**src/end_pulse_pkg.sv**
```systemverilog
// Shared constants and carrier types for the ending pulse sequencer
`default_nettype none
package end_pulse_pkg;
  // ************************************************************
  // Timing
  // ************************************************************
  localparam int CLOCK_PERIOD_NS   = 4;
  localparam int CONTROL_CYCLE_NS  = 4000;
  localparam int PHASE_COUNT       = 8;
  localparam int PHASE_CLKS        = CONTROL_CYCLE_NS / (CLOCK_PERIOD_NS * PHASE_COUNT);
  localparam int NO_OVERLAP_NS     = 20000;
  localparam int NO_OVERLAP_CYCLES = NO_OVERLAP_NS / CONTROL_CYCLE_NS;
  localparam int LONG_ACK_CYCLES   = 2;

  typedef logic [2:0] phase_t;
  localparam phase_t PH_T0 = 3'h0;
  localparam phase_t PH_T1 = 3'h1;
  localparam phase_t PH_T2 = 3'h2;
  localparam phase_t PH_T3 = 3'h3;
  localparam phase_t PH_T4 = 3'h4;
  localparam phase_t PH_T5 = 3'h5;
  localparam phase_t PH_T6 = 3'h6;
  localparam phase_t PH_T7 = 3'h7;

  // ************************************************************
  // Register map
  // ************************************************************
  localparam logic [3:0] CTRL_OFFSET   = 4'h0;
  localparam logic [3:0] STATUS_OFFSET = 4'h4;
  localparam int CTRL_STOP_BIT       = 0;
  localparam int CTRL_MULTIVIB_BIT   = 1;
  localparam int CTRL_ONE_INSTR_BIT  = 2;
  localparam int CTRL_SERIAL_BIT     = 3;
  localparam logic [3:0] CTRL_RESET  = 4'h0;
  localparam logic [1:0] RESP_OKAY   = 2'h0;
  localparam logic [1:0] RESP_SLVERR = 2'h2;

  // The three fan-out lines of one ending pulse
  typedef struct packed {
    logic one;
    logic two;
    logic three;
  } end_lines_s;
endpackage
`default_nettype wire

```
**src/ending_pulse_sequencer.sv**
```systemverilog
// Ending pulse sequencer with AXI4-Lite control and status
// How it works
// - Ending pulse spans t6 to t5 step
// - Transfers and index ops use transfer pulse
// - Normal pulse drives three lines, transfer two
// - Acked line two clears holder, counter, stores
// - Missing operand ack suppresses clears, delays
// - Conflicts or prior faults block the ack
// - Line three calls n+2 or target
// - Modify start needs call success; call follows
// - Modify start sets modify flag for n+1
// - Line three sets end delay, execute, stall-clear
// - End delay sends end pulse to AU
// - Unacked operand call holds the pulse on
// - Held line one feeds C1+0 adder input
// - Same adder action for late long pulse
// - Noncontinuous running stops at ending pulse
// - Halt gates block call, modify; gate a blocks hold
// - Noncontinuous still clears and sets delay
// - No-overlap calls spaced twenty microseconds apart
// - Serial switch blocks calls and the modify-start call flag
// - Call success marks instruction in holder one
// - Modify start resets hold; halt gate a blocks setting
// - Serial mode sets call flag when idle
//
// The register addresses and register access over AXI4-Lite were chosen for this implementation.
`default_nettype none
module ending_pulse_sequencer
  import end_pulse_pkg::*;
#(
  parameter int unsigned PHASE_LEN = PHASE_CLKS
) (
  input  wire logic        i_clock,
  input  wire logic        i_rst_n,
  // AXI4-Lite slave
  input  wire logic        i_awvalid,
  output logic             o_awready,
  input  wire logic [3:0]  i_awaddr,
  input  wire logic        i_wvalid,
  output logic             o_wready,
  input  wire logic [31:0] i_wdata,
  input  wire logic [3:0]  i_wstrb,
  output logic             o_bvalid,
  input  wire logic        i_bready,
  output logic [1:0]       o_bresp,
  input  wire logic        i_arvalid,
  output logic             o_arready,
  input  wire logic [3:0]  i_araddr,
  output logic             o_rvalid,
  input  wire logic        i_rready,
  output logic [31:0]      o_rdata,
  output logic [1:0]       o_rresp,
  // Sequencing inputs
  input  wire logic        i_instr_end,
  input  wire logic        i_transfer_kind,
  input  wire logic        i_index_return,
  input  wire logic        i_operand_ref,
  input  wire logic        i_memory_free_ack,
  input  wire logic        i_call_ack,
  input  wire logic        i_conflict_eq,
  input  wire logic        i_cond_transfer_prior,
  input  wire logic        i_prior_error,
  input  wire logic        i_result_stage,
  // Sequencing outputs
  output end_lines_s       o_end_lines,
  output logic             o_clear_second_holder,
  output logic             o_counter_clear_signal,
  output logic             o_next_call_gate,
  output logic             o_call_target,
  output logic             o_modify_start_gate,
  output logic             o_modify_flag,
  output logic             o_call_flag,
  output logic             o_completing_call_flag,
  output logic             o_adder_c1_zero,
  output logic             o_end_delay_flag,
  output logic             o_execute_stage_flag,
  output logic             o_au_end_pulse,
  output logic             o_stall_clear_pulse,
  output logic             o_stopped
);
  typedef struct packed {
    logic [3:0]  ctrl;
    logic        end_active;
    logic        transfer_mode;
    logic        ack_latch;
    logic        block_ack;
    logic        pulse_hold;
    logic        call_flag;
    logic        completing_call;
    logic        call_success;
    logic        modify_flag;
    logic        end_delay;
    logic        execute_stage;
    logic        stopped;
    logic [1:0]  ack_age;
    logic [2:0]  gap_cnt;
    logic        clear_holder;
    logic        next_call;
    logic        call_target;
    logic        modify_start;
    logic        au_end;
    logic        stall_clear;
    logic        adder_c1;
    logic        aw_got;
    logic        w_got;
    logic [3:0]  aw_addr;
    logic [3:0]  wbits;
    logic        bvalid;
    logic [1:0]  bresp;
    logic        rvalid;
    logic [31:0] rdata;
    logic [1:0]  rresp;
  } state_s;

  state_s state_reg;
  state_s state_next;
  phase_t phase;
  logic   strobe;
  logic   halt_gate_a;
  logic   halt_gate_b;
  logic   noncont;
  logic   serial_mode_switch;

  // ************************************************************
  // Phase timing
  // ************************************************************
  phase_timer #(
    .CLKS (PHASE_LEN)
  ) u_phase (
    .i_clock  (i_clock),
    .i_rst_n  (i_rst_n),
    .o_phase  (phase),
    .o_strobe (strobe)
  );

  // True on the first clock of the given phase
  function automatic logic at_phase(input phase_t ph, input phase_t cur, input logic stb);
    at_phase = stb && (cur == ph);
  endfunction

  // Console modes; gate a blocks storage, both block sequencing
  assign halt_gate_a        = state_reg.ctrl[CTRL_STOP_BIT] | state_reg.ctrl[CTRL_ONE_INSTR_BIT];
  assign halt_gate_b        = state_reg.ctrl[CTRL_MULTIVIB_BIT] | state_reg.ctrl[CTRL_ONE_INSTR_BIT];
  assign noncont            = halt_gate_a | halt_gate_b;
  assign serial_mode_switch = state_reg.ctrl[CTRL_SERIAL_BIT];

  // ************************************************************
  // Next state
  // ************************************************************
  always_comb begin
    state_next = state_reg;
    // Gate outputs are one-clock pulses
    state_next.clear_holder = 1'b0;
    state_next.next_call = 1'b0;
    state_next.call_target = 1'b0;
    state_next.modify_start = 1'b0;
    state_next.au_end = 1'b0;
    state_next.stall_clear = 1'b0;
    state_next.adder_c1 = 1'b0;

    // Effects of the last modify start; later phase sets override
    if (state_reg.modify_start) begin
      state_next.modify_flag = 1'b1;
      state_next.pulse_hold = 1'b0;
      state_next.call_success = 1'b0;
      if (!serial_mode_switch) begin
        state_next.call_flag = 1'b1;
      end
    end
    if (!noncont) begin
      state_next.stopped = 1'b0;
    end
    if (i_index_return) begin
      state_next.transfer_mode = 1'b0;
    end

    // t0: age of call success, no-overlap spacing
    if (at_phase(PH_T0, phase, strobe)) begin
      if (state_reg.call_success && state_reg.ack_age < 2'(LONG_ACK_CYCLES)) begin
        state_next.ack_age = state_reg.ack_age + 2'h1;
      end
      if (state_reg.gap_cnt < 3'(NO_OVERLAP_CYCLES - 1)) begin
        state_next.gap_cnt = state_reg.gap_cnt + 3'h1;
      end
      if (serial_mode_switch && !state_reg.call_success && i_result_stage && !halt_gate_b
          && state_reg.gap_cnt >= 3'(NO_OVERLAP_CYCLES - 1)) begin
        state_next.call_flag = 1'b1;
        state_next.gap_cnt = 3'h0;
      end
    end

    // t1: operand memory-free acknowledge, unless blocked
    if (at_phase(PH_T1, phase, strobe)) begin
      state_next.ack_latch = !state_reg.block_ack && (!i_operand_ref || i_memory_free_ack);
    end

    // t2: instruction lands in holder one; stored pulse replays
    if (at_phase(PH_T2, phase, strobe)) begin
      if (state_reg.completing_call) begin
        state_next.call_success = 1'b1;
        state_next.completing_call = 1'b0;
        state_next.ack_age = 2'h0;
      end
      if (state_reg.pulse_hold && state_reg.call_success && !noncont) begin
        state_next.modify_start = 1'b1;
        state_next.next_call = !serial_mode_switch;
      end
    end

    // t3 and t7: index conflict blocks the ack; prior faults block it at t7 only
    if (at_phase(PH_T3, phase, strobe) || at_phase(PH_T7, phase, strobe)) begin
      if (state_reg.modify_flag && i_conflict_eq) begin
        state_next.block_ack = 1'b1;
      end
    end
    if (at_phase(PH_T7, phase, strobe) && (i_cond_transfer_prior || i_prior_error)) begin
      state_next.block_ack = 1'b1;
    end
    if (at_phase(PH_T4, phase, strobe) && !state_reg.modify_start) begin
      state_next.modify_flag = 1'b0;
    end

    // t5: call acknowledge and the end of the ending pulse
    if (at_phase(PH_T5, phase, strobe)) begin
      if (state_reg.call_flag && i_call_ack) begin
        state_next.completing_call = 1'b1;
        state_next.call_flag = 1'b0;
      end
      if (state_reg.end_active && !state_reg.transfer_mode && !state_reg.completing_call
          && state_reg.call_success && state_reg.ack_age >= 2'(LONG_ACK_CYCLES)) begin
        state_next.adder_c1 = 1'b1;
      end
      if (state_reg.end_active) begin
        if (state_reg.ack_latch) begin
          state_next.end_active = 1'b0;
          state_next.clear_holder = 1'b1;
          state_next.end_delay = 1'b1;
          state_next.block_ack = 1'b0;
          if (!state_reg.call_success && !halt_gate_a) begin
            state_next.pulse_hold = 1'b1;
          end
          if (!noncont && !serial_mode_switch) begin
            state_next.next_call = 1'b1;
            state_next.call_target = state_reg.transfer_mode;
          end
          if (state_reg.call_success && !noncont) begin
            state_next.modify_start = 1'b1;
          end
          if (noncont) begin
            state_next.stopped = 1'b1;
          end
        end else if (i_operand_ref) begin
          state_next.end_active = 1'b1;
        end else begin
          // Blocked pulse ends with no functions
          state_next.end_active = 1'b0;
          state_next.block_ack = 1'b0;
        end
      end
    end

    // t6: new program-counter step; delayed end goes to the AU
    if (at_phase(PH_T6, phase, strobe)) begin
      state_next.execute_stage = state_reg.end_delay;
      if (state_reg.end_delay) begin
        state_next.au_end = 1'b1;
        state_next.stall_clear = 1'b1;
        state_next.end_delay = 1'b0;
      end
      if (!state_reg.end_active && i_instr_end && !state_reg.stopped) begin
        state_next.end_active = 1'b1;
        state_next.transfer_mode = i_transfer_kind;
      end
    end

    // ************************************************************
    // AXI4-Lite slave: address and data taken in either order
    // ************************************************************
    if (i_awvalid && o_awready) begin
      state_next.aw_got = 1'b1;
      state_next.aw_addr = i_awaddr;
    end
    if (i_wvalid && o_wready) begin
      state_next.w_got = 1'b1;
      state_next.wbits = i_wstrb[0] ? i_wdata[3:0] : state_reg.ctrl;
    end
    if (state_reg.aw_got && state_reg.w_got && !state_reg.bvalid) begin
      state_next.aw_got = 1'b0;
      state_next.w_got = 1'b0;
      state_next.bvalid = 1'b1;
      state_next.bresp = RESP_OKAY;
      if (state_reg.aw_addr == CTRL_OFFSET) begin
        state_next.ctrl = state_reg.wbits;
      end else if (state_reg.aw_addr != STATUS_OFFSET) begin
        state_next.bresp = RESP_SLVERR;
      end
    end
    if (state_reg.bvalid && i_bready) begin
      state_next.bvalid = 1'b0;
    end
    if (i_arvalid && o_arready) begin
      state_next.rvalid = 1'b1;
      state_next.rresp = RESP_OKAY;
      state_next.rdata = 32'h0;
      if (i_araddr == CTRL_OFFSET) begin
        state_next.rdata = {28'h0, state_reg.ctrl};
      end else if (i_araddr == STATUS_OFFSET) begin
        state_next.rdata = {20'h0, state_reg.stopped, state_reg.execute_stage, state_reg.end_delay,
                            state_reg.modify_flag, state_reg.call_success, state_reg.completing_call,
                            state_reg.call_flag, state_reg.pulse_hold, state_reg.block_ack,
                            state_reg.ack_latch, state_reg.transfer_mode, state_reg.end_active};
      end else begin
        state_next.rresp = RESP_SLVERR;
      end
    end else if (state_reg.rvalid && i_rready) begin
      state_next.rvalid = 1'b0;
    end
  end

  always_ff @(posedge i_clock) begin
    if (!i_rst_n) begin
      state_reg <= '0;
      state_reg.ctrl <= CTRL_RESET;
    end else begin
      state_reg <= state_next;
    end
  end

  // ************************************************************
  // Outputs
  // ************************************************************
  assign o_awready = !state_reg.aw_got && !state_reg.bvalid;
  assign o_wready  = !state_reg.w_got && !state_reg.bvalid;
  assign o_bvalid  = state_reg.bvalid;
  assign o_bresp   = state_reg.bresp;
  assign o_arready = !state_reg.rvalid;
  assign o_rvalid  = state_reg.rvalid;
  assign o_rdata   = state_reg.rdata;
  assign o_rresp   = state_reg.rresp;

  // Transfer pulse never drives line one
  assign o_end_lines.one   = state_reg.end_active && !state_reg.transfer_mode;
  assign o_end_lines.two   = state_reg.end_active;
  assign o_end_lines.three = state_reg.end_active;

  assign o_clear_second_holder  = state_reg.clear_holder;
  assign o_counter_clear_signal = state_reg.clear_holder;
  assign o_next_call_gate       = state_reg.next_call;
  assign o_call_target          = state_reg.call_target;
  assign o_modify_start_gate    = state_reg.modify_start;
  assign o_modify_flag          = state_reg.modify_flag;
  assign o_call_flag            = state_reg.call_flag;
  assign o_completing_call_flag = state_reg.completing_call;
  assign o_adder_c1_zero        = state_reg.adder_c1;
  assign o_end_delay_flag       = state_reg.end_delay;
  assign o_execute_stage_flag   = state_reg.execute_stage;
  assign o_au_end_pulse         = state_reg.au_end;
  assign o_stall_clear_pulse    = state_reg.stall_clear;
  assign o_stopped              = state_reg.stopped;
endmodule
`default_nettype wire

```
**src/phase_timer.sv**
```systemverilog
// Phase generator: eight phases t0..t7 per control cycle
`default_nettype none
module phase_timer
  import end_pulse_pkg::*;
#(
  parameter int unsigned CLKS = PHASE_CLKS
) (
  input  wire logic i_clock,
  input  wire logic i_rst_n,
  output phase_t    o_phase,
  output logic      o_strobe
);
  typedef struct packed {
    logic [$clog2(CLKS)-1:0] cnt;
    phase_t                  phase;
    logic                    strobe;
  } timer_s;

  timer_s state_reg;
  timer_s state_next;

  // Strobe marks the first clock of the phase now shown
  always_comb begin
    state_next = state_reg;
    state_next.strobe = 1'b0;
    if (state_reg.cnt == ($clog2(CLKS))'(CLKS - 1)) begin
      state_next.cnt = '0;
      state_next.phase = state_reg.phase + 3'h1;
      state_next.strobe = 1'b1;
    end else begin
      state_next.cnt = state_reg.cnt + 1'b1;
    end
  end

  always_ff @(posedge i_clock) begin
    if (!i_rst_n) begin
      state_reg <= '0;
    end else begin
      state_reg <= state_next;
    end
  end

  assign o_phase  = state_reg.phase;
  assign o_strobe = state_reg.strobe;
endmodule
`default_nettype wire

```
**config.mk**
```make
export PLATFORM = sky130hd
export DESIGN_NAME = ending_pulse_sequencer
export DESIGN_NICKNAME = d
export VERILOG_FILES = /design/src/end_pulse_pkg.sv /design/src/ending_pulse_sequencer.sv /design/src/phase_timer.sv
export SDC_FILE = /design/constraint.sdc
export NUM_CORES = 1
export LEC_CHECK = 0
export ABC_AREA = 1
export BUFFER_PORTS_ARGS = -buffer_cell sky130_fd_sc_hd__buf_2
export CAP_MARGIN = 25
export CORE_MARGIN = 2
export CORE_UTILIZATION = 42
export DETAILED_ROUTE_END_ITERATION = 8
export PLACE_DENSITY = 0.73
export REMOVE_ABC_BUFFERS = 1
export SYNTH_ARGS = -nofsm -noshare
export SYNTH_HDL_FRONTEND = slang
export SYNTH_SLANG_ARGS = --single-unit
```
**constraint.sdc**
```tcl
create_clock -name i_clock -period 1.16 [get_ports i_clock]
set_input_delay 0.116 -clock i_clock [delete_from_list [all_inputs] [get_ports i_clock]]
set_output_delay 0.116 -clock i_clock [all_outputs]
set_load 0.02 [all_outputs]
```
==> metrics.yaml <==
post_route_setup_tns_ns: -0.161
area_growth_pct: 24.8
cts.sinks: 64
seq_power_share_pct: 47.4
r2r_end: "state_reg[68]"
simple_gate_portion_of_the_synthesized_area_pct: 25.3
grt_start_max_net_pins: 18
synth_top_family_by_area: "simple AND/OR/NAND/NOR gates"
dp_hpwl_um: 5080
drc_errors: 0
filler_cell_count: 682
worst_hold_path.num_cells: 3
yosys-top-cells-count: "nand2_1, dfxtp_1, nor2_1"
finalSetupViolCount: 5
post-synth-top-count-cell: "nand2_1"
clk_pin_slew_ns: 0.07
timing.critical_path.from_type: "flop"
critical_path.max_fanout: 3
worst-r2r-setup-slack_ns: -0.05
postRouteAntennaNets: 0
finalMaxSlewViolations: 0
largest_reg_flops: 23
period_needed_ns: 1.21
timing.final.ws_setup_ns: -0.0492
dieHeight_um: 90.7
antenna_cells: 0
net_switching_component_of_the_power_mw: 1.22
min_period_over_period_pct: 104
finalNetCount: 556
grt_antenna_before_repair: 0
power.share.clock_pct: 42.0
worst_skew_pair.late_latency_ns: 0.34
run_status: "complete, but fails checks"
power.switching_fraction_pct: 25.2
netlist-cell-type-count: 32
ys_async_sr_fraction_pct: 0
wl_per_cell_um: 11.7
synth.yosys.warnings: 0
r2r-start: "u_phase.o_phase[0]"
cellLeakagePower_nw: 1.78
die-width_um: 90.7
post_drt_via_cell_ratio: 4.64
grt_first_pass_wirelength_um: 11200
syn_avg_cell_area_um2: 7.75
clockRootBuffer: "clkbuf_8"
p_comb_share_pct: 10.6
internal_power_mw: 3.62
share_of_post_route_cells_with_drive_strength_above_1_pct: 36.8
crit_required_ns: 1.39
starting_density_pct: 43.5
die_area_um2: 8220
grt_setup_unrepaired: "true"
cell_pwr_density_nw_per_um2: 1230
floorplan.io_pins: 119
global_route_usage_sum_pct: 17.0
failed_checks: "setup timing"
total_power_mw: 4.84
timing.final.hold_violations: 0
worstSetupEndpointType: "flop"
cap_viol_max_count: 0
num_vias: 2731
type_of_the_worst_min_delay_path: "in2reg"
post_synth_edffs: 0
core-area_um2: 7250
detail_route.wirelength_um: 6900
timing.fmax_mhz: 827
core.rowCount: 31
hold_path_startpoint: "i_awaddr[1]"
synth.area.mux_share_pct: 0
synth_compound_gate_area_share_pct: 11.6
timing.critical_path.arrival_ns: 1.44
peakVddDrop_mv: 0.530
synthAdderAreaFrac_pct: 3.97
finClkSkew_ns: 0.00900
synth_cells: 407
gp_congestion: 0.827
clock_tree.buffer_depth: 2
gr-total-overflow: 0
post_synth_instance_area_um2: 3150
cts.htree.levels: 3
detail_route.first_pass.iterations: 4
synth_seq_cells: 64
yosysSeqAreaShare_pct: 40.6
place.port_buffers: 65
synth_xor_area_share_pct: 1.11
post-synth-top-area-fraction_pct: 40.6
worst-r2r-cell-count: 5
synth.largest_area_cell: "dfxtp_1"
ys_top_cells_by_area: "dfxtp_1, buf_4, nand2_1"
cts_made_buffers: 9
detailedRoute.firstIterationViolations: 115
worst_hold_path.endpoint: "state_reg[43]"
ys_dominant_reg_cell: "dfxtp_1"
grt_pass1_vias: 2559
tritoncts: "yes"
timing_worst_setup_path_type: "reg2reg"
[what timing repair did]
action / in CTS / in global routing
pin swaps: 4 / 5
hold buffers: 0 / 0
endpoints found under the setup margin: 21 / 29
gates resized for setup: 25 / 39
buffers inserted: 3 / 6
[how the worst max path moves through the flow]
stage,from,end,cells after the start
floorplan,o_rvalid,o_rdata[10],4
global placement,u_phase.o_phase[0],state_reg[70],7
detailed placement,u_phase.o_phase[1],o_call_target,8
CTS,u_phase.o_phase[0],state_reg[68],5
global route,u_phase.o_phase[1],o_call_target,8
finish,u_phase.o_phase[0],state_reg[68],5
[metrics by stage]
step | setup WS, ns | utilization (%) | area, um^2 | cells | hold WS (ns)
global placement | -0.0690 | 48.1 | 3490 | 564 | 0.378
detailed placement | -0.127 | 48.1 | 3490 | 564 | 0.387
global route | -0.117 | 54.3 | 3940 | 588 | 0.0296
finish | -0.0492 | 54.3 | 3940 | 588 | 0.0353
floorplan | -0.167 | - | 2860 | 380 | 0.233
CTS | -0.0309 | 52.0 | 3770 | 582 | 0.0239
[routing by layer]
layer | GRT usage, % | vias to the layer above | share of wire [%]
li1 | - | 1391 | -
met1 | 18.5 | 1238 | 41
met2 | 31.2 | 94 | 51
met3 | 5.18 | 8 | 6.0
met4 | 5.26 | 0 | 1.6
met5 | 0 | - | 0
[logic make-up (layout without fill, tap and decap cells)]
logic type      Yosys count  after routing
simple gates            178            178
buf+inv                  95            156
flops                    64             64
compound gates           55             55
fa+ha+maj                10             10
xor+xnor                  4              4
other cells               1             22
[critical path, cell delays in order, from the launching register on]
cell and delay (ns):
dfxtp_4 0.37, ha_2 0.20, ha_2 0.18, o21a_1 0.18, a21oi_1 0.12, nor3_1 0.05
[power by group through the flow]
| stage | clock network (mW) | logic, mW | registers, mW |
|---|---|---|---|
| 2_1_floorplan | 0 | 0.278 | 2.36 |
| 5_1_grt | 2.19 | 0.573 | 2.30 |
| 3_5_place_dp | 0 | 0.489 | 2.35 |
| 6_report | 2.03 | 0.513 | 2.29 |
| 3_3_place_gp | 0 | 0.481 | 2.34 |
| 4_1_cts | 2.08 | 0.495 | 2.29 |
[cells in the final DEF (no fill, tap or decap), drive strengths merged]
master / count
a211oi: 1
a21oi: 25
a31oi: 2
and3: 2
buf: 94
bufinv: 2
clkbuf: 9
clkinv: 2
clkinvlp: 2
conb: 22
dfxtp: 64
ha: 10
inv: 47
nand2: 68
nand3: 31
nand4: 5
nor2: 68
nor3: 4
o21a: 2
o21ai: 23
o22ai: 2
xnor2: 1
xor2: 3
[layout make-up]
cell class	count	area [um^2]	share of cell area, %
well taps	99	124	3.15
clock buffers	9	124	3.15
clock inverters	6	85.1	2.16
inverters	47	191	4.86
flip-flops and latches	64	1300	33.1
multi-input cells	269	1530	39.0
repair buffers	94	576	14.6
Power figures use the tool's default switching activity.
